[src/indicator_pkg.sv]
// constants shared by the status-indicator controller files
// assumes a single 40 MHz clock and byte addresses on a 32-bit wishbone bus
package indicator_pkg;
    localparam int unsigned CLK_HZ = 40_000_000;
    localparam int unsigned CNT_W = 26;

    // times in milliseconds and their cycle counts
    localparam int unsigned NO_TARGET_MS = 1000;
    localparam int unsigned NO_TARGET_CYCLES = CLK_HZ / 1000 * NO_TARGET_MS;
    localparam int unsigned SLOW_HALF_MS = 500;
    localparam int unsigned SLOW_HALF_CYCLES = CLK_HZ / 1000 * SLOW_HALF_MS;
    localparam int unsigned FAST_HALF_MS = 100;
    localparam int unsigned FAST_HALF_CYCLES = CLK_HZ / 1000 * FAST_HALF_MS;
    localparam int unsigned FLICKER_MS = 50;
    localparam int unsigned FLICKER_CYCLES = CLK_HZ / 1000 * FLICKER_MS;

    // register byte offsets
    localparam logic [7:0] CTRL_OFS = 8'h00;
    localparam logic [7:0] ASSIGN_OFS = 8'h04;
    localparam logic [7:0] NOTGT_OFS = 8'h08;
    localparam logic [7:0] STATUS_OFS = 8'h0C;
    localparam logic [7:0] SETUP_OFS = 8'h10;

    // field positions
    localparam int unsigned CTRL_UNLOCK = 0;
    localparam int unsigned CTRL_ALT = 1;
    localparam int unsigned CTRL_SETUP_DIS = 2;
    localparam int unsigned CTRL_ROLE_LO = 3;
    localparam int unsigned CTRL_BTN_RESYNC = 5;
    localparam int unsigned NOTGT_HOLD = 0;
    localparam int unsigned NOTGT_SW_OFF = 1;

    // indicator assignment codes
    localparam logic [2:0] SEL_OFF = 3'h0;
    localparam logic [2:0] SEL_ANALOG = 3'h1;
    localparam logic [2:0] SEL_SWITCH = 3'h2;
    localparam logic [2:0] SEL_RX = 3'h3;
    localparam logic [2:0] SEL_TX = 3'h4;

    // synchronisation roles
    localparam logic [1:0] ROLE_NONE = 2'h0;
    localparam logic [1:0] ROLE_MASTER = 2'h1;
    localparam logic [1:0] ROLE_SLAVE = 2'h2;

    // values after reset
    localparam logic [5:0] CTRL_RST = 6'h00;
    localparam logic [2:0] SQUARE_RST = SEL_ANALOG;
    localparam logic [2:0] RECT_RST = SEL_TX;
    localparam logic [1:0] NOTGT_RST = 2'h3;

    // double blink: two short pulses then a gap
    localparam logic [7:0] DBL_PATTERN = 8'h05;

    typedef enum logic [2:0] {
        MODE_NORMAL = 3'b000,
        MODE_NEAR = 3'b001,
        MODE_UNLOCK = 3'b011,
        MODE_BUTTON = 3'b010,
        MODE_NOSYNC = 3'b110
    } tgt_mode_e;
endpackage

[src/blink_if.sv]
// blink phases passed from the rate generator to the indicator logic
// assumes one clock for producer and consumers
`timescale 1ns/1ps
interface blink_if;
    logic slow;
    logic fast;
    logic dbl;
    logic slow_tick;
    modport gen (output slow, output fast, output dbl, output slow_tick);
    modport use_side (input slow, input fast, input dbl, input slow_tick);
endinterface

[src/blink_gen.sv]
// free-running slow, fast and double-blink phase generator
// assumes the clock runs continuously after reset
`timescale 1ns/1ps
module blink_gen #(
    parameter int unsigned SLOW_HALF = indicator_pkg::SLOW_HALF_CYCLES,
    parameter int unsigned FAST_HALF = indicator_pkg::FAST_HALF_CYCLES
) (
    // clock and reset
    input wire logic clock,
    input wire logic rst,
    // phases
    blink_if.gen bl
);
    logic [indicator_pkg::CNT_W-1:0] slow_cnt_ff;
    logic [indicator_pkg::CNT_W-1:0] fast_cnt_ff;
    logic slow_ff;
    logic fast_ff;
    logic tick_ff;
    logic [2:0] slot_ff;
    logic slow_wrap;
    logic fast_wrap;

    assign slow_wrap = slow_cnt_ff == indicator_pkg::CNT_W'(SLOW_HALF - 1);
    assign fast_wrap = fast_cnt_ff == indicator_pkg::CNT_W'(FAST_HALF - 1);

    always_ff @(posedge clock or posedge rst) begin
        if (rst) begin
            slow_cnt_ff <= '0;
            slow_ff <= 1'b0;
            tick_ff <= 1'b0;
        end else begin
            slow_cnt_ff <= slow_wrap ? '0 : slow_cnt_ff + 1'b1;
            slow_ff <= slow_wrap ? ~slow_ff : slow_ff;
            tick_ff <= slow_wrap & ~slow_ff;
        end
    end

    always_ff @(posedge clock or posedge rst) begin
        if (rst) begin
            fast_cnt_ff <= '0;
            fast_ff <= 1'b0;
            slot_ff <= 3'h0;
        end else begin
            fast_cnt_ff <= fast_wrap ? '0 : fast_cnt_ff + 1'b1;
            fast_ff <= fast_wrap ? ~fast_ff : fast_ff;
            slot_ff <= fast_wrap ? slot_ff + 3'h1 : slot_ff;
        end
    end

    assign bl.slow = slow_ff;
    assign bl.fast = fast_ff;
    assign bl.dbl = indicator_pkg::DBL_PATTERN[slot_ff];
    assign bl.slow_tick = tick_ff;
endmodule

[src/status_lamp.sv]
// one assignable output status indicator, lamp level is combinational
// assumes rx and tx events are one-cycle pulses on the same clock
`timescale 1ns/1ps
module status_lamp #(
    parameter int unsigned FLICKER = indicator_pkg::FLICKER_CYCLES
) (
    // clock and reset
    input wire logic clock,
    input wire logic rst,
    // assignment
    input wire logic [2:0] sel,
    // sources
    input wire logic ana_low,
    input wire logic ana_high,
    input wire logic sw_on,
    input wire logic sw_fault,
    input wire logic rx_pulse,
    input wire logic tx_pulse,
    blink_if.use_side bl,
    // lamp
    output logic lamp
);
    logic [indicator_pkg::CNT_W-1:0] flick_ff;
    logic event_hit;

    // pick the event kind that this lamp follows
    assign event_hit = (sel == indicator_pkg::SEL_RX && rx_pulse) || (sel == indicator_pkg::SEL_TX && tx_pulse);

    // stretch a pulse into a visible flash
    always_ff @(posedge clock or posedge rst) begin
        if (rst) begin
            flick_ff <= '0;
        end else if (event_hit) begin
            flick_ff <= indicator_pkg::CNT_W'(FLICKER);
        end else if (flick_ff != '0) begin
            flick_ff <= flick_ff - 1'b1;
        end
    end

    always_comb begin
        lamp = 1'b0;
        case (sel)
            // high end wins, low end dark
            indicator_pkg::SEL_ANALOG: lamp = ana_high ? bl.fast : ~ana_low;
            indicator_pkg::SEL_SWITCH: lamp = sw_fault ? bl.slow : sw_on;
            indicator_pkg::SEL_RX,
            indicator_pkg::SEL_TX: lamp = flick_ff != '0;
            default: lamp = 1'b0;
        endcase
    end
endmodule

[src/indicator_ctrl.sv]
// top of the sensor status-indicator controller with a wishbone register slave
// assumes measurement, switch and button levels arrive from pins; serial events are same-clock pulses
`timescale 1ns/1ps
// Function
// - target lamp always red or green; the code leaves it dark in the off-phase of every blink except the no-sync red/green alternation
// - green when target in range
// - red when no target in range
// - fast green flash near minimum range
// - unlocked keeps colour, blinks slowly
// - alternate setup unlocked uses double blink
// - filters disabled while unlocked
// - held button blinks red unless suppressed
// - count flashes, release selects setup function
// - alternate setup hold gives double blink
// - slave without sync alternates red/green
// - each status lamp assignable to source
// - square follows switch one, rectangle two
// - switch lamp lit while conducting
// - switch lamp blinks during protective shutdown
// - fault forces switch off, auto resumes
// - same indication sinking or sourcing
// - analog lamp on, off or blinking
// - one analog status for both outputs
// - rx flashes any data, tx responses
// - streaming transmissions also flash tx
// - no target holds analog, switches off later
module indicator_ctrl #(
    parameter int unsigned NO_TARGET = indicator_pkg::NO_TARGET_CYCLES,
    parameter int unsigned SLOW_HALF = indicator_pkg::SLOW_HALF_CYCLES,
    parameter int unsigned FAST_HALF = indicator_pkg::FAST_HALF_CYCLES,
    parameter int unsigned FLICKER = indicator_pkg::FLICKER_CYCLES
) (
    // clock and reset
    input wire logic clock,
    input wire logic rst,
    // wishbone slave
    input wire logic wb_cyc_i,
    input wire logic wb_stb_i,
    input wire logic wb_we_i,
    input wire logic [7:0] wb_adr_i,
    input wire logic [3:0] wb_sel_i,
    input wire logic [31:0] wb_dat_i,
    output logic [31:0] wb_dat_o,
    output logic wb_ack_o,
    // measurement pins
    input wire logic target_present,
    input wire logic near_min,
    input wire logic ana_at_low,
    input wire logic ana_at_high,
    // switch pins
    input wire logic sw1_demand,
    input wire logic sw2_demand,
    input wire logic sw1_fault,
    input wire logic sw2_fault,
    // setup button and sync pins
    input wire logic button_pressed,
    input wire logic sync_seen,
    // serial events, same clock
    input wire logic rx_event,
    input wire logic tx_reply_event,
    input wire logic tx_stream_event,
    // indicators
    output logic tgt_red,
    output logic tgt_green,
    output logic square_lamp,
    output logic rect_lamp,
    // outputs to the rest of the sensor
    output logic sw1_out,
    output logic sw2_out,
    output logic analog_hold,
    output logic filters_enable,
    output logic measure_enable,
    output logic [3:0] setup_select,
    output logic setup_strobe
);
    localparam int unsigned NPIN = 10;

    blink_if bl ();

    logic [NPIN-1:0] pin_meta_ff;
    logic [NPIN-1:0] pin_ff;
    logic tgt_s, near_s, low_s, high_s, dem1_s, dem2_s, flt1_s, flt2_s, btn_s, sync_s;
    logic btn_d_ff;

    logic [5:0] ctrl_ff;
    logic [2:0] square_sel_ff;
    logic [2:0] rect_sel_ff;
    logic [1:0] notgt_ff;
    logic ack_ff;
    logic [31:0] rdata_ff;

    logic [indicator_pkg::CNT_W-1:0] notgt_cnt_ff;
    logic notgt_timeout_ff;
    logic resync_skip_ff;
    logic [3:0] flash_cnt_ff;
    logic [3:0] select_ff;
    logic strobe_ff;
    logic red_ff, green_ff, sq_ff, rect_ff;
    logic sw1_ff, sw2_ff, hold_ff, filt_ff, meas_ff;
    indicator_pkg::tgt_mode_e mode;

    logic unlock, alt_mode, setup_dis, btn_resync, nosync, feedback_on;
    logic [1:0] role;
    logic sw1_next, sw2_next, sq_next, rect_next, tx_any;
    logic bus_req, wr_en;

    // two-stage capture of every pin level
    always_ff @(posedge clock or posedge rst) begin
        if (rst) begin
            pin_meta_ff <= '0;
            pin_ff <= '0;
        end else begin
            pin_meta_ff <= {target_present, near_min, ana_at_low, ana_at_high, sw1_demand,
                            sw2_demand, sw1_fault, sw2_fault, button_pressed, sync_seen};
            pin_ff <= pin_meta_ff;
        end
    end

    assign {tgt_s, near_s, low_s, high_s, dem1_s, dem2_s, flt1_s, flt2_s, btn_s, sync_s} = pin_ff;

    assign unlock = ctrl_ff[indicator_pkg::CTRL_UNLOCK];
    assign alt_mode = ctrl_ff[indicator_pkg::CTRL_ALT];
    assign setup_dis = ctrl_ff[indicator_pkg::CTRL_SETUP_DIS];
    assign role = ctrl_ff[indicator_pkg::CTRL_ROLE_LO +: 2];
    assign btn_resync = ctrl_ff[indicator_pkg::CTRL_BTN_RESYNC];

    // wishbone: one-cycle registered answer, ack dropped in the following cycle
    assign bus_req = wb_cyc_i & wb_stb_i & ~ack_ff;
    assign wr_en = bus_req & wb_we_i & wb_sel_i[0];

    always_ff @(posedge clock or posedge rst) begin
        if (rst) begin
            ack_ff <= 1'b0;
        end else begin
            ack_ff <= bus_req;
        end
    end

    // configuration writes, byte lane 0 only
    always_ff @(posedge clock or posedge rst) begin
        if (rst) begin
            ctrl_ff <= indicator_pkg::CTRL_RST;
            square_sel_ff <= indicator_pkg::SQUARE_RST;
            rect_sel_ff <= indicator_pkg::RECT_RST;
            notgt_ff <= indicator_pkg::NOTGT_RST;
        end else if (wr_en) begin
            if (wb_adr_i == indicator_pkg::CTRL_OFS) begin
                ctrl_ff <= wb_dat_i[5:0];
            end
            if (wb_adr_i == indicator_pkg::ASSIGN_OFS) begin
                square_sel_ff <= wb_dat_i[2:0];
                rect_sel_ff <= wb_dat_i[6:4];
            end
            if (wb_adr_i == indicator_pkg::NOTGT_OFS) begin
                notgt_ff <= wb_dat_i[1:0];
            end
        end
    end

    // read data; unmapped addresses read zero
    always_ff @(posedge clock or posedge rst) begin
        if (rst) begin
            rdata_ff <= 32'h0000_0000;
        end else if (bus_req) begin
            unique case (wb_adr_i)
                indicator_pkg::CTRL_OFS: rdata_ff <= {26'h0, ctrl_ff};
                indicator_pkg::ASSIGN_OFS: rdata_ff <= {25'h0, rect_sel_ff, 1'b0, square_sel_ff};
                indicator_pkg::NOTGT_OFS: rdata_ff <= {30'h0, notgt_ff};
                indicator_pkg::STATUS_OFS: rdata_ff <= {20'h0, mode, notgt_timeout_ff, nosync, flt2_s,
                                                       flt1_s, sw2_ff, sw1_ff, green_ff, red_ff, tgt_s};
                indicator_pkg::SETUP_OFS: rdata_ff <= {24'h0, flash_cnt_ff, select_ff};
                default: rdata_ff <= 32'h0000_0000;
            endcase
        end
    end

    // time the absence of a target
    always_ff @(posedge clock or posedge rst) begin
        if (rst) begin
            notgt_cnt_ff <= '0;
            notgt_timeout_ff <= 1'b0;
        end else if (tgt_s) begin
            notgt_cnt_ff <= '0;
            notgt_timeout_ff <= 1'b0;
        end else if (notgt_cnt_ff == indicator_pkg::CNT_W'(NO_TARGET - 1)) begin
            notgt_timeout_ff <= 1'b1;
        end else begin
            notgt_cnt_ff <= notgt_cnt_ff + 1'b1;
        end
    end

    // button may override the warning until sync returns
    always_ff @(posedge clock or posedge rst) begin
        if (rst) begin
            resync_skip_ff <= 1'b0;
        end else if (sync_s) begin
            resync_skip_ff <= 1'b0;
        end else if (btn_resync && btn_s && role == indicator_pkg::ROLE_SLAVE) begin
            resync_skip_ff <= 1'b1;
        end
    end

    assign nosync = role == indicator_pkg::ROLE_SLAVE && !sync_s && !resync_skip_ff;
    // feedback suppressed when setup off and no sync role
    assign feedback_on = btn_s && !(setup_dis && role == indicator_pkg::ROLE_NONE);

    always_comb begin
        if (nosync) begin
            mode = indicator_pkg::MODE_NOSYNC;
        end else if (feedback_on) begin
            mode = indicator_pkg::MODE_BUTTON;
        end else if (unlock) begin
            mode = indicator_pkg::MODE_UNLOCK;
        end else if (tgt_s && near_s) begin
            mode = indicator_pkg::MODE_NEAR;
        end else begin
            mode = indicator_pkg::MODE_NORMAL;
        end
    end

    // every mode lights one colour or blinks
    always_ff @(posedge clock or posedge rst) begin
        if (rst) begin
            red_ff <= 1'b1;
            green_ff <= 1'b0;
        end else begin
            unique case (mode)
                indicator_pkg::MODE_NORMAL: begin
                    red_ff <= ~tgt_s;
                    green_ff <= tgt_s;
                end
                indicator_pkg::MODE_NEAR: begin
                    red_ff <= 1'b0;
                    green_ff <= bl.fast;
                end
                indicator_pkg::MODE_UNLOCK: begin
                    red_ff <= ~tgt_s & (alt_mode ? bl.dbl : bl.slow);
                    green_ff <= tgt_s & (alt_mode ? bl.dbl : bl.slow);
                end
                indicator_pkg::MODE_BUTTON: begin
                    red_ff <= alt_mode ? bl.dbl : bl.slow;
                    green_ff <= 1'b0;
                end
                indicator_pkg::MODE_NOSYNC: begin
                    red_ff <= bl.slow;
                    green_ff <= ~bl.slow;
                end
            endcase
        end
    end

    always_ff @(posedge clock or posedge rst) begin
        if (rst) begin
            btn_d_ff <= 1'b0;
            flash_cnt_ff <= 4'h0;
            select_ff <= 4'h0;
            strobe_ff <= 1'b0;
        end else begin
            btn_d_ff <= btn_s;
            strobe_ff <= 1'b0;
            if (btn_s && !btn_d_ff) begin
                flash_cnt_ff <= 4'h0;
            end else if (feedback_on && bl.slow_tick && flash_cnt_ff != 4'hF) begin
                flash_cnt_ff <= flash_cnt_ff + 4'h1;
            end
            if (!btn_s && btn_d_ff && flash_cnt_ff != 4'h0 && !(setup_dis && role == indicator_pkg::ROLE_NONE)) begin
                select_ff <= flash_cnt_ff;
                strobe_ff <= 1'b1;
            end
        end
    end

    // optional turn-off after the no-target time
    assign sw1_next = dem1_s && !flt1_s && !(notgt_ff[indicator_pkg::NOTGT_SW_OFF] && notgt_timeout_ff);
    assign sw2_next = dem2_s && !flt2_s && !(notgt_ff[indicator_pkg::NOTGT_SW_OFF] && notgt_timeout_ff);
    assign tx_any = tx_reply_event | tx_stream_event;

    always_ff @(posedge clock or posedge rst) begin
        if (rst) begin
            sw1_ff <= 1'b0;
            sw2_ff <= 1'b0;
            hold_ff <= 1'b0;
            filt_ff <= 1'b1;
            meas_ff <= 1'b1;
        end else begin
            sw1_ff <= sw1_next;
            sw2_ff <= sw2_next;
            // hold last analog value without target
            hold_ff <= ~tgt_s & notgt_ff[indicator_pkg::NOTGT_HOLD];
            filt_ff <= ~unlock;
            meas_ff <= ~nosync;
        end
    end

    blink_gen #(
        .SLOW_HALF(SLOW_HALF),
        .FAST_HALF(FAST_HALF)
    ) u_blink (
        .clock(clock),
        .rst(rst),
        .bl(bl.gen)
    );

    status_lamp #(
        .FLICKER(FLICKER)
    ) u_square (
        .clock(clock),
        .rst(rst),
        .sel(square_sel_ff),
        .ana_low(low_s),
        .ana_high(high_s),
        .sw_on(sw1_ff),
        .sw_fault(flt1_s),
        .rx_pulse(rx_event),
        .tx_pulse(tx_any),
        .bl(bl.use_side),
        .lamp(sq_next)
    );

    status_lamp #(
        .FLICKER(FLICKER)
    ) u_rect (
        .clock(clock),
        .rst(rst),
        .sel(rect_sel_ff),
        .ana_low(low_s),
        .ana_high(high_s),
        .sw_on(sw2_ff),
        .sw_fault(flt2_s),
        .rx_pulse(rx_event),
        .tx_pulse(tx_any),
        .bl(bl.use_side),
        .lamp(rect_next)
    );

    // lamps registered so outputs stay glitch free
    always_ff @(posedge clock or posedge rst) begin
        if (rst) begin
            sq_ff <= 1'b0;
            rect_ff <= 1'b0;
        end else begin
            sq_ff <= sq_next;
            rect_ff <= rect_next;
        end
    end

    assign wb_ack_o = ack_ff;
    assign wb_dat_o = rdata_ff;
    assign tgt_red = red_ff;
    assign tgt_green = green_ff;
    assign square_lamp = sq_ff;
    assign rect_lamp = rect_ff;
    assign sw1_out = sw1_ff;
    assign sw2_out = sw2_ff;
    assign analog_hold = hold_ff;
    assign filters_enable = filt_ff;
    assign measure_enable = meas_ff;
    assign setup_select = select_ff;
    assign setup_strobe = strobe_ff;
endmodule

[config.mk]
export PLATFORM = sky130hd
export DESIGN_NAME = indicator_ctrl
export DESIGN_NICKNAME = d
export VERILOG_FILES = /design/src/indicator_pkg.sv /design/src/blink_if.sv /design/src/blink_gen.sv /design/src/status_lamp.sv /design/src/indicator_ctrl.sv
export SDC_FILE = /design/constraint.sdc
export NUM_CORES = 1
export LEC_CHECK = 0
export BUFFER_PORTS_ARGS = -buffer_cell sky130_fd_sc_hd__buf_2
export CAP_MARGIN = 20
export CORE_MARGIN = 1.5
export CORE_UTILIZATION = 40
export DETAILED_ROUTE_END_ITERATION = 10
export PLACE_DENSITY = 0.59
export SETUP_SLACK_MARGIN = 0.1
export SYNTH_ARGS = -nofsm -noshare
export SYNTH_HDL_FRONTEND = slang
export SYNTH_HIERARCHICAL = 1
export SYNTH_SLANG_ARGS = --single-unit
[constraint.sdc]
create_clock -name clock -period 3.17 [get_ports clock]
set_input_delay 0.1585 -clock clock [delete_from_list [all_inputs] [get_ports clock]]
set_output_delay 0.1585 -clock clock [all_outputs]
set_load 0.03 [all_outputs]
==> summary.md, run 1 <==
| Metric | Value |
|---|---|
| CTS max path bufs | `3` |
| Setup tns final | `0 ns` |
| HPWL Detailed | `14.72 mm` |
| Ranking of synthesized cells by area | `dfrtp_1 49%, xor2_1 6.1%, nor2_1 4.1%` |
| Row count | `between 50 and 60` |
| # DRC | `0` |
| Cell Chain, Critical Path | `inv_1, ha_1, or4b_1, or3_4, nor2_8, a21oi_2, or3_1` |
| Layout Area Growth over Synthesis | `16.62%` |
| Lkg Pwr | `4.947 nW` |
| Core ar. | `24390 um^2` |
| Count of input and output buffers | `60` |
| Starting Density | `40.89%` |
| Layout Cells excl Fill | `1404` |
| CTS root buffer | `clkbuf_16` |
| H-tree Lvls | `1` |
| Period utilisation layout | `77.87%` |
| Period minus WS final | `2.468 ns` |
| Switch share | `25.20%` |
| Synth Instances | `972` |
| 1st-pass router iterations | `5` |
| Critical Path AT | `2.85 ns` |
| Power Density | `about 530 nW/um^2` |
| Vias per cell | `5.228` |
| Global Route Usage Sum | `17.28%` |
| Routed Antenna Nets | `0` |
| Die area | `25890 um^2` |
| Crit-path slowest cell | `or4b_1` |
| Sink Count | `204` |
| Area leader, netlist | `dfrtp_1` |
| Pint | `about 4.6 mW` |
| Top FF cell, synth | `dfrtp_1` |
| Switch Pwr | `about 1.6 mW` |
| Vias in the first global route | `about 7200` |
| Slew Viols, Final | `0` |
| Setup bufs post-CTS | `0` |
| Die Ht | `around 160 um` |
| Reg2Reg Setup Slack | `0.70 ns` |
| Die width | `roughly 160 um` |
| Clk_lat worst skew | `about 0.52 ns` |
| CP startpoint kind | `flip-flop` |
| Share of layout cells above drive strength 1 | `16.68%` |
| Distinct cells, synth | `72` |
| Critical setup path kind | `flip-flop to flip-flop` |
| Clock power share | `between 40% and 50%` |
| HP Class | `input pin to flip-flop` |
| Inst Count DP | `1339` |
| Mapped Avg Cell Area | `10.26 um^2` |
| Most common cell after layout, fill and taps aside | `dfrtp_1` |
| Number of antenna violations at the first check in global routing | `2` |
| Combinational share of power | `9.0%` |
| DP Area | `10580 um^2` |
| Largest net degree at the start of global routing | `slightly below 60` |
| Async S/R FF share, synth | `100.0%` |
| Setup-failing EPs final | `0` |
| Max Clk Rate | `405.1 MHz` |
| RePlAce Congestion | `0.8389` |
| Nets@finish | `1132` |
| Seq/Total Area, Yosys | `51.27%` |
| Seq pwr share | `about 47%` |
| Synthesized area | `9973 um^2` |
| Delay of the slowest critical-path stage | `0.61 ns` |
| Max cap viols | `0` |
| RSZ-0062 raised after global routing | `no` |
| Synth top area share | `about half` |
| Max rail drop VDD | `between 300 and 400 uV` |
| Worst-Margin Slew | `approximately 0.74 ns` |
| Slew HR | `50.49%` |
| Post-synthesis register bit count | `between 200 and 250` |
| I/O pins | `109` |
| Critical Path RT | `3.56 ns` |
| TritonCTS clock tree | `done` |
| EDFF count, synth | `0` |
| Commonest cells after routing, fill and taps aside | `197 x dfrtp_1, 110 x nor2_1, 77 x nand2_1` |
| Critical Path End Type | `flip-flop` |
| Routed WL per cell | `15.32 um` |
| GR Overflow Total | `0` |
| Post-CTS sizing | `0` |
| Status | `finished clean` |
| CTS buffer count | `24` |
| WHS | `0.02684 ns` |
| Final number of hold-violating endpoints | `0` |
| Fin Clk Skew | `0.01465 ns` |
| Cell area after layout | `11630 um^2` |
| Total number of yosys warnings | `6` |
| Reg clk slew, reported paths | `0.06 ns` |
| Iter 0 DRT Violations | `423` |
| First-pass GRT wire length | `36.85 mm` |
| Crit path max fanout | `9` |
| DR vias | `7340` |
| DRT Wirelength | `~22 mm` |
## kinds of logic (layout without fill, tap and decap cells)
family,after synthesis,count (layout),share of synthesized area (%)
adder cells (fa/ha/maj),8,8,1.004
AO/OA/AOI/OAI,132,132,8.305
other,1,21,0.03760
flip-flops,204,204,51.27
buffers and inverters,81,169,4.127
XOR/XNOR,95,95,8.343
AND/OR/NAND/NOR,420,420,23.05
multiplexers,31,31,3.864
## final timing paths
path | startpoint | end | cells after the start
worst max-delay path | u_square/flick_ff[0]$_DFFE_PP0P_ | square_lamp$_DFF_PP0_ | 7
worst min-delay path | wb_adr_i[6] | wb_dat_o[10]$_DFFE_PP0P_ | 4
worst max register to register | u_square/flick_ff[0]$_DFFE_PP0P_ | square_lamp$_DFF_PP0_ | 7
worst min register to register | pin_meta_ff[7]$_DFF_PP0_ | pin_ff[7]$_DFF_PP0_ | 0
max in group asynchronous | rst | u_blink/fast_cnt_ff[11]$_DFF_PP0_ | 4
min in group asynchronous | rst | u_square/flick_ff[14]$_DFFE_PP0P_ | 3
## Yosys cell counts, types with 5 or more instances
master,count
nor4b_1,11
buf_2,6
a31oi_1,7
nand4_1,28
a21oi_1,26
mux2_4,6
nor4_1,21
dfrtp_1,197
nand2_1,77
inv_1,26
nor2_1,110
nor3_1,25
dfstp_2,7
mux2i_1,7
xnor2_1,25
xor2_1,70
nand3_1,41
or3_1,16
ha_1,8
mux2_2,15
o21ai_0,47
clkbuf_1,22
o211ai_1,20
nor2b_1,15
buf_4,20
or4_1,19
and4_1,7
or3b_2,5
and3_1,7
o31ai_1,8
## layer usage
layer  vias to the layer above  GRT usage, %  part of all wire, %
li1                       3607             -                    -
met4                         2         5.261                  2.4
met1                      3573         23.92                   47
met2                       123         27.68                   46
met3                        35         3.022                  4.2
met5                         -             0                0.060
## metrics by stage
step	setup WS [ns]	power (mW)	util [%]
after floorplan	0.5744	3.360	-
after global placement	0.7226	3.480	43.38
after detailed placement	0.6962	3.492	43.38
after CTS	0.6922	6.304	47.45
after global routing	0.5643	6.541	47.69
final	0.7015	6.215	47.69
## final cells by class
type,instances,area (um^2)
clock buffers,31,666.9
multi-input cells,706,4519
well taps,324,405.4
flip-flops and latches,204,5114
repair buffers,100,688.2
diodes,1,2.502
inverters,26,100.1
clock inverters,12,135.1
fillers,2359,12760
## power groups by stage
| stage | clock, mW | combinational [mW] | sequential, mW |
|---|---|---|---|
| floorplan | 0 | 0.434 | 2.93 |
| global placement | 0 | 0.527 | 2.95 |
| detailed placement | 0 | 0.537 | 2.96 |
| CTS | 2.83 | 0.561 | 2.91 |
| global route | 2.95 | 0.650 | 2.94 |
| finish | 2.74 | 0.559 | 2.91 |
## critical path: cells and delay by family, from the launching register on
| kind | cells | cell delay [ns] |
|---|---|---|
| compound gates | 1 | 0.07 |
| simple gates | 4 | 1.60 |
| buf+inv | 1 | 0.10 |
| fa+ha+maj | 1 | 0.19 |
| flops | 1 | 0.38 |
## state kept, by name, summed over array words and instances, names as in the netlist, 2 cells and up
name	cells
notgt_cnt_ff	26
u_blink/fast_cnt_ff	26
u_blink/slow_cnt_ff	26
u_rect/flick_ff	26
u_square/flick_ff	26
wb_dat_o	12
pin_ff	10
pin_meta_ff	10
ctrl_ff	6
flash_cnt_ff	4
setup_select	4
rect_sel_ff	3
square_sel_ff	3
u_blink/slot_ff	3
notgt_ff	2
## what timing repair did
action | CTS | global route
endpoints found under the setup margin | 0 | 0
hold buffers | 19 | 0
endpoints found under the hold margin | 131 | 0
(Power assumes the default switching activity.)
==> inputs of run 2 (changes only) <==
--- a/config.mk
+++ b/config.mk
@@ -10,7 +10,7 @@
 export CORE_MARGIN = 1.5
 export CORE_UTILIZATION = 40
 export DETAILED_ROUTE_END_ITERATION = 10
-export PLACE_DENSITY = 0.59
+export PLACE_DENSITY = 0.61
 export SETUP_SLACK_MARGIN = 0.1
 export SYNTH_ARGS = -nofsm -noshare
 export SYNTH_HDL_FRONTEND = slang
==> constraint.sdc (replaced) <==
create_clock -name clock -period 2 [get_ports clock]
set_input_delay 0.1 -clock clock [delete_from_list [all_inputs] [get_ports clock]]
set_output_delay 0.1 -clock clock [all_outputs]
set_load 0.03 [all_outputs]
==> run 2 against run 1 <==
  * The run now ends with setup timing left
  * Total power is 71% higher
  * Register-to-register slack worse by 0.84 ns
  * Critical path depth stayed put
  * Global-route usage is 0.25 points higher
  * Worst setup slack worse by 0.84 ns
  * Combinational power grew to 2.6 times the previous value
  * Non-clock buffer count is 86 higher
  * Fmax is 15% higher
  * Largest power group is now the clock network
  * Highest routed layer is now met4
==> summary.md, run 2 (same netlist as run 1, synthesis figures left out) <==
| Metric | Value |
|---|---|
| Status | `finished with violations` |
| Failing checks | `setup timing` |
| Worst-Margin Slew | `1.206 ns (+0.4704 ns)` |
| Setup WS pre-CTS | `-0.1560 ns (-0.8521 ns)` |
| Row count | `57 (unchanged)` |
| Crit path max fanout | `7 (-2)` |
| Worst reg2reg startpoint | `u_square/flick_ff[0]$_DFFE_PP0P_` |
| Largest net degree at the start of global routing | `59 (unchanged)` |
| Routed WL per cell | `15.19 um (-0.85%)` |
| TritonCTS clock tree | `done` |
| GR Overflow Total | `0 (unchanged)` |
| Period minus WS final | `2.141 ns (-0.3273 ns)` |
| Pint | `8.020 mW (+73%)` |
| FF+latch area | `5117 um^2 (about the same)` |
| DRT Wirelength | `22.60 mm (+5.1%)` |
| Clk_lat worst skew | `0.52 ns (about the same)` |
| Die width | `160.9 um (unchanged)` |
| Slew HR | `19.58% (-31 points)` |
| Critical Path AT | `2.52 ns (-0.33 ns)` |
| Core ar. | `24390 um^2 (unchanged)` |
| 1st-pass router iterations | `4 (-1)` |
| CP startpoint kind | `flip-flop` |
| Iter 0 DRT Violations | `436 (+3.1%)` |
| Commonest cells after routing, fill and taps aside | `194 x dfrtp_1, 107 x nor2_1, 82 x buf_4` |
| Total power | `10.64 mW (+71%)` |
| Max Clk Rate | `467.0 MHz (+15%)` |
| Die area | `25890 um^2 (unchanged)` |
| Worst R2R End | `square_lamp$_DFF_PP0_` |
| WHS | `0.03120 ns (+0.004360 ns)` |
| Reg clk slew, reported paths | `0.06 ns (about the same)` |
| Most common cell after layout, fill and taps aside | `dfrtp_1` |
| First-pass GRT wire length | `37.58 mm (+2.0%)` |
| Lkg Pwr | `5.548 nW (+12%)` |
| CTS buffer count | `23 (-4.2%)` |
| Sink Count | `204 (unchanged)` |
| RSZ-0062 raised after global routing | `yes` |
| HP Class | `input pin to flip-flop` |
| Critical setup path kind | `flip-flop to flip-flop` |
| Share of layout cells above drive strength 1 | `27.75% (+11 points)` |
| FILL cells | `2220 (-5.9%)` |
| Number of antenna violations at the first check in global routing | `0 (-2)` |
| Crit path to | `square_lamp$_DFF_PP0_` |
| DR vias | `7689 (+4.8%)` |
| Vias in the first global route | `7441 (+3.7%)` |
| Global Route Usage Sum | `17.53% (+0.25 points)` |
| Combinational share of power | `13.4% (+4.4 points)` |
| I/O pins | `109 (unchanged)` |
| Switch share | `24.66% (-0.54 points)` |
| Nets@finish | `1217 (+7.5%)` |
| Routed Antenna Nets | `0 (unchanged)` |
| Fin Clk Skew | `0.01701 ns (+0.002361 ns)` |
| Setup-failing EPs final | `22 (+22)` |
| Inst Count DP | `1399 (+4.5%)` |
| Layout Cells excl Fill | `1488 (+6.0%)` |
| Reg2Reg Setup Slack | `-0.14 ns (-0.84 ns)` |
| Layout Area Growth over Synthesis | `27.49%` |
| Ant diodes | `0 (-1)` |
| Critical Path End Type | `flip-flop` |
| Multi-input gate area | `4842 um^2 (+7.1%)` |
| R2R cell count | `7 (unchanged)` |
| CTS max path bufs | `3 (unchanged)` |
| Max rail drop VDD | `517.0 uV (+55%)` |
| Final number of hold-violating endpoints | `0 (unchanged)` |
| Max cap viols | `0 (unchanged)` |
| Switch Pwr | `2.625 mW (+68%)` |
| Worst setup margin | `-0.1412 ns (-0.8427 ns)` |
| Count of input and output buffers | `60 (unchanged)` |
| Starting Density | `40.89% (unchanged)` |
| Seq pwr share | `43.1% (-3.8 points)` |
| RePlAce Congestion | `0.8175 (-2.6%)` |
| # DRC | `0 (unchanged)` |
| Critical Path RT | `2.38 ns (-1.18 ns)` |
| H-tree Lvls | `1 (unchanged)` |
| HPWL Detailed | `15.50 mm (+5.3%)` |
| Power Density | `837.2 nW/um^2 (+57%)` |
| Clock power share | `43.5% (-0.6 points)` |
| Post-Route Utilization | `52.13% (+4.4 points)` |
| Slew Viols, Final | `0 (unchanged)` |
| Die Ht | `160.9 um (unchanged)` |
| Vias per cell | `5.167 (-1.2%)` |
| CTS root buffer | `clkbuf_16` |
| Worst Setup SP | `u_square/flick_ff[0]$_DFFE_PP0P_` |
| Cell area after layout | `12710 um^2 (+9.3%)` |
| DP Area | `11180 um^2 (+5.6%)` |
| Setup tns final | `-1.296 ns (-1.296 ns)` |
| Period utilisation layout | `107.1% (+29 points)` |
## run 2: changes by cell type in the layout (fill, tap and decap cells not counted), moves of 5 or more
cell and delta:
or4_1 -7, buf_6 +19, nand3_2 +5, or4_4 +7, nor3_4 +5, buf_4 +63, o21ai_1 +6, nor4_1 -5
o21ai_2 +11, o21ai_0 -17, nor3_1 -5, nand3_1 -5
## run 2: layer usage
layer	global-route usage (%)	wire length (um)
met5	0	0
met1	24.08	10410
met3	2.350	651
met4	4.545	522
met2	29.25	11020
## run 2: power by group through the flow
stage	logic (mW)	clock network [mW]	registers [mW]
3_5_place_dp	1.24	0	4.64
2_1_floorplan	0.735	0	4.65
3_3_place_gp	1.21	0	4.64
6_report	1.43	4.63	4.59
4_1_cts	1.37	4.74	4.58
5_1_grt	1.59	4.91	4.62
## run 2: worst min path at each step
| stage | start | endpoint | slack [ns] | cells past startpoint |
|---|---|---|---|---|
| 6_report | wb_adr_i[4] | wb_dat_o[1]$_DFFE_PP0P_ | 0.03 | 3 |
| 5_1_grt | wb_adr_i[4] | wb_dat_o[0]$_DFFE_PP0P_ | 0.08 | 3 |
| 2_1_floorplan | sync_seen | pin_meta_ff[0]$_DFF_PP0_ | 0.13 | 0 |
| 3_3_place_gp | sync_seen | pin_meta_ff[0]$_DFF_PP0_ | 0.21 | 1 |
| 4_1_cts | wb_adr_i[4] | wb_dat_o[1]$_DFFE_PP0P_ | 0.02 | 3 |
| 3_5_place_dp | sync_seen | pin_meta_ff[0]$_DFF_PP0_ | 0.21 | 1 |
## run 2: cell type report
| type | instances | area share [%] |
|---|---|---|
| Multi-Input combinational cell | 706 | 38.08 |
| Timing Repair Buffer | 186 | 11.09 |
| Sequential cell | 204 | 40.25 |
| Inverter | 26 | 0.7971 |
| Tap cell | 324 | 3.188 |
| Clock inverter | 11 | 1.515 |
| Clock buffer | 31 | 5.078 |
## run 2: critical path: stages, from the launching register on
cell     delay, ns
dfrtp_1       0.39
inv_2         0.08
ha_4          0.12
or4b_4        0.45
or3_4         0.43
nor2_8        0.13
nor2b_1       0.05
or3_1         0.36
## run 2: repair_timing
| action | CTS | global route |
|---|---|---|
| setup endpoints to repair | 60 | 79 |
| setup buffers | 9 | 18 |
| resized for setup | 24 | 65 |
| hold endpoints to repair | 161 | 0 |
| hold buffers | 20 | 0 |
| pin swaps | 11 | 29 |
| cloned | 0 | 1 |
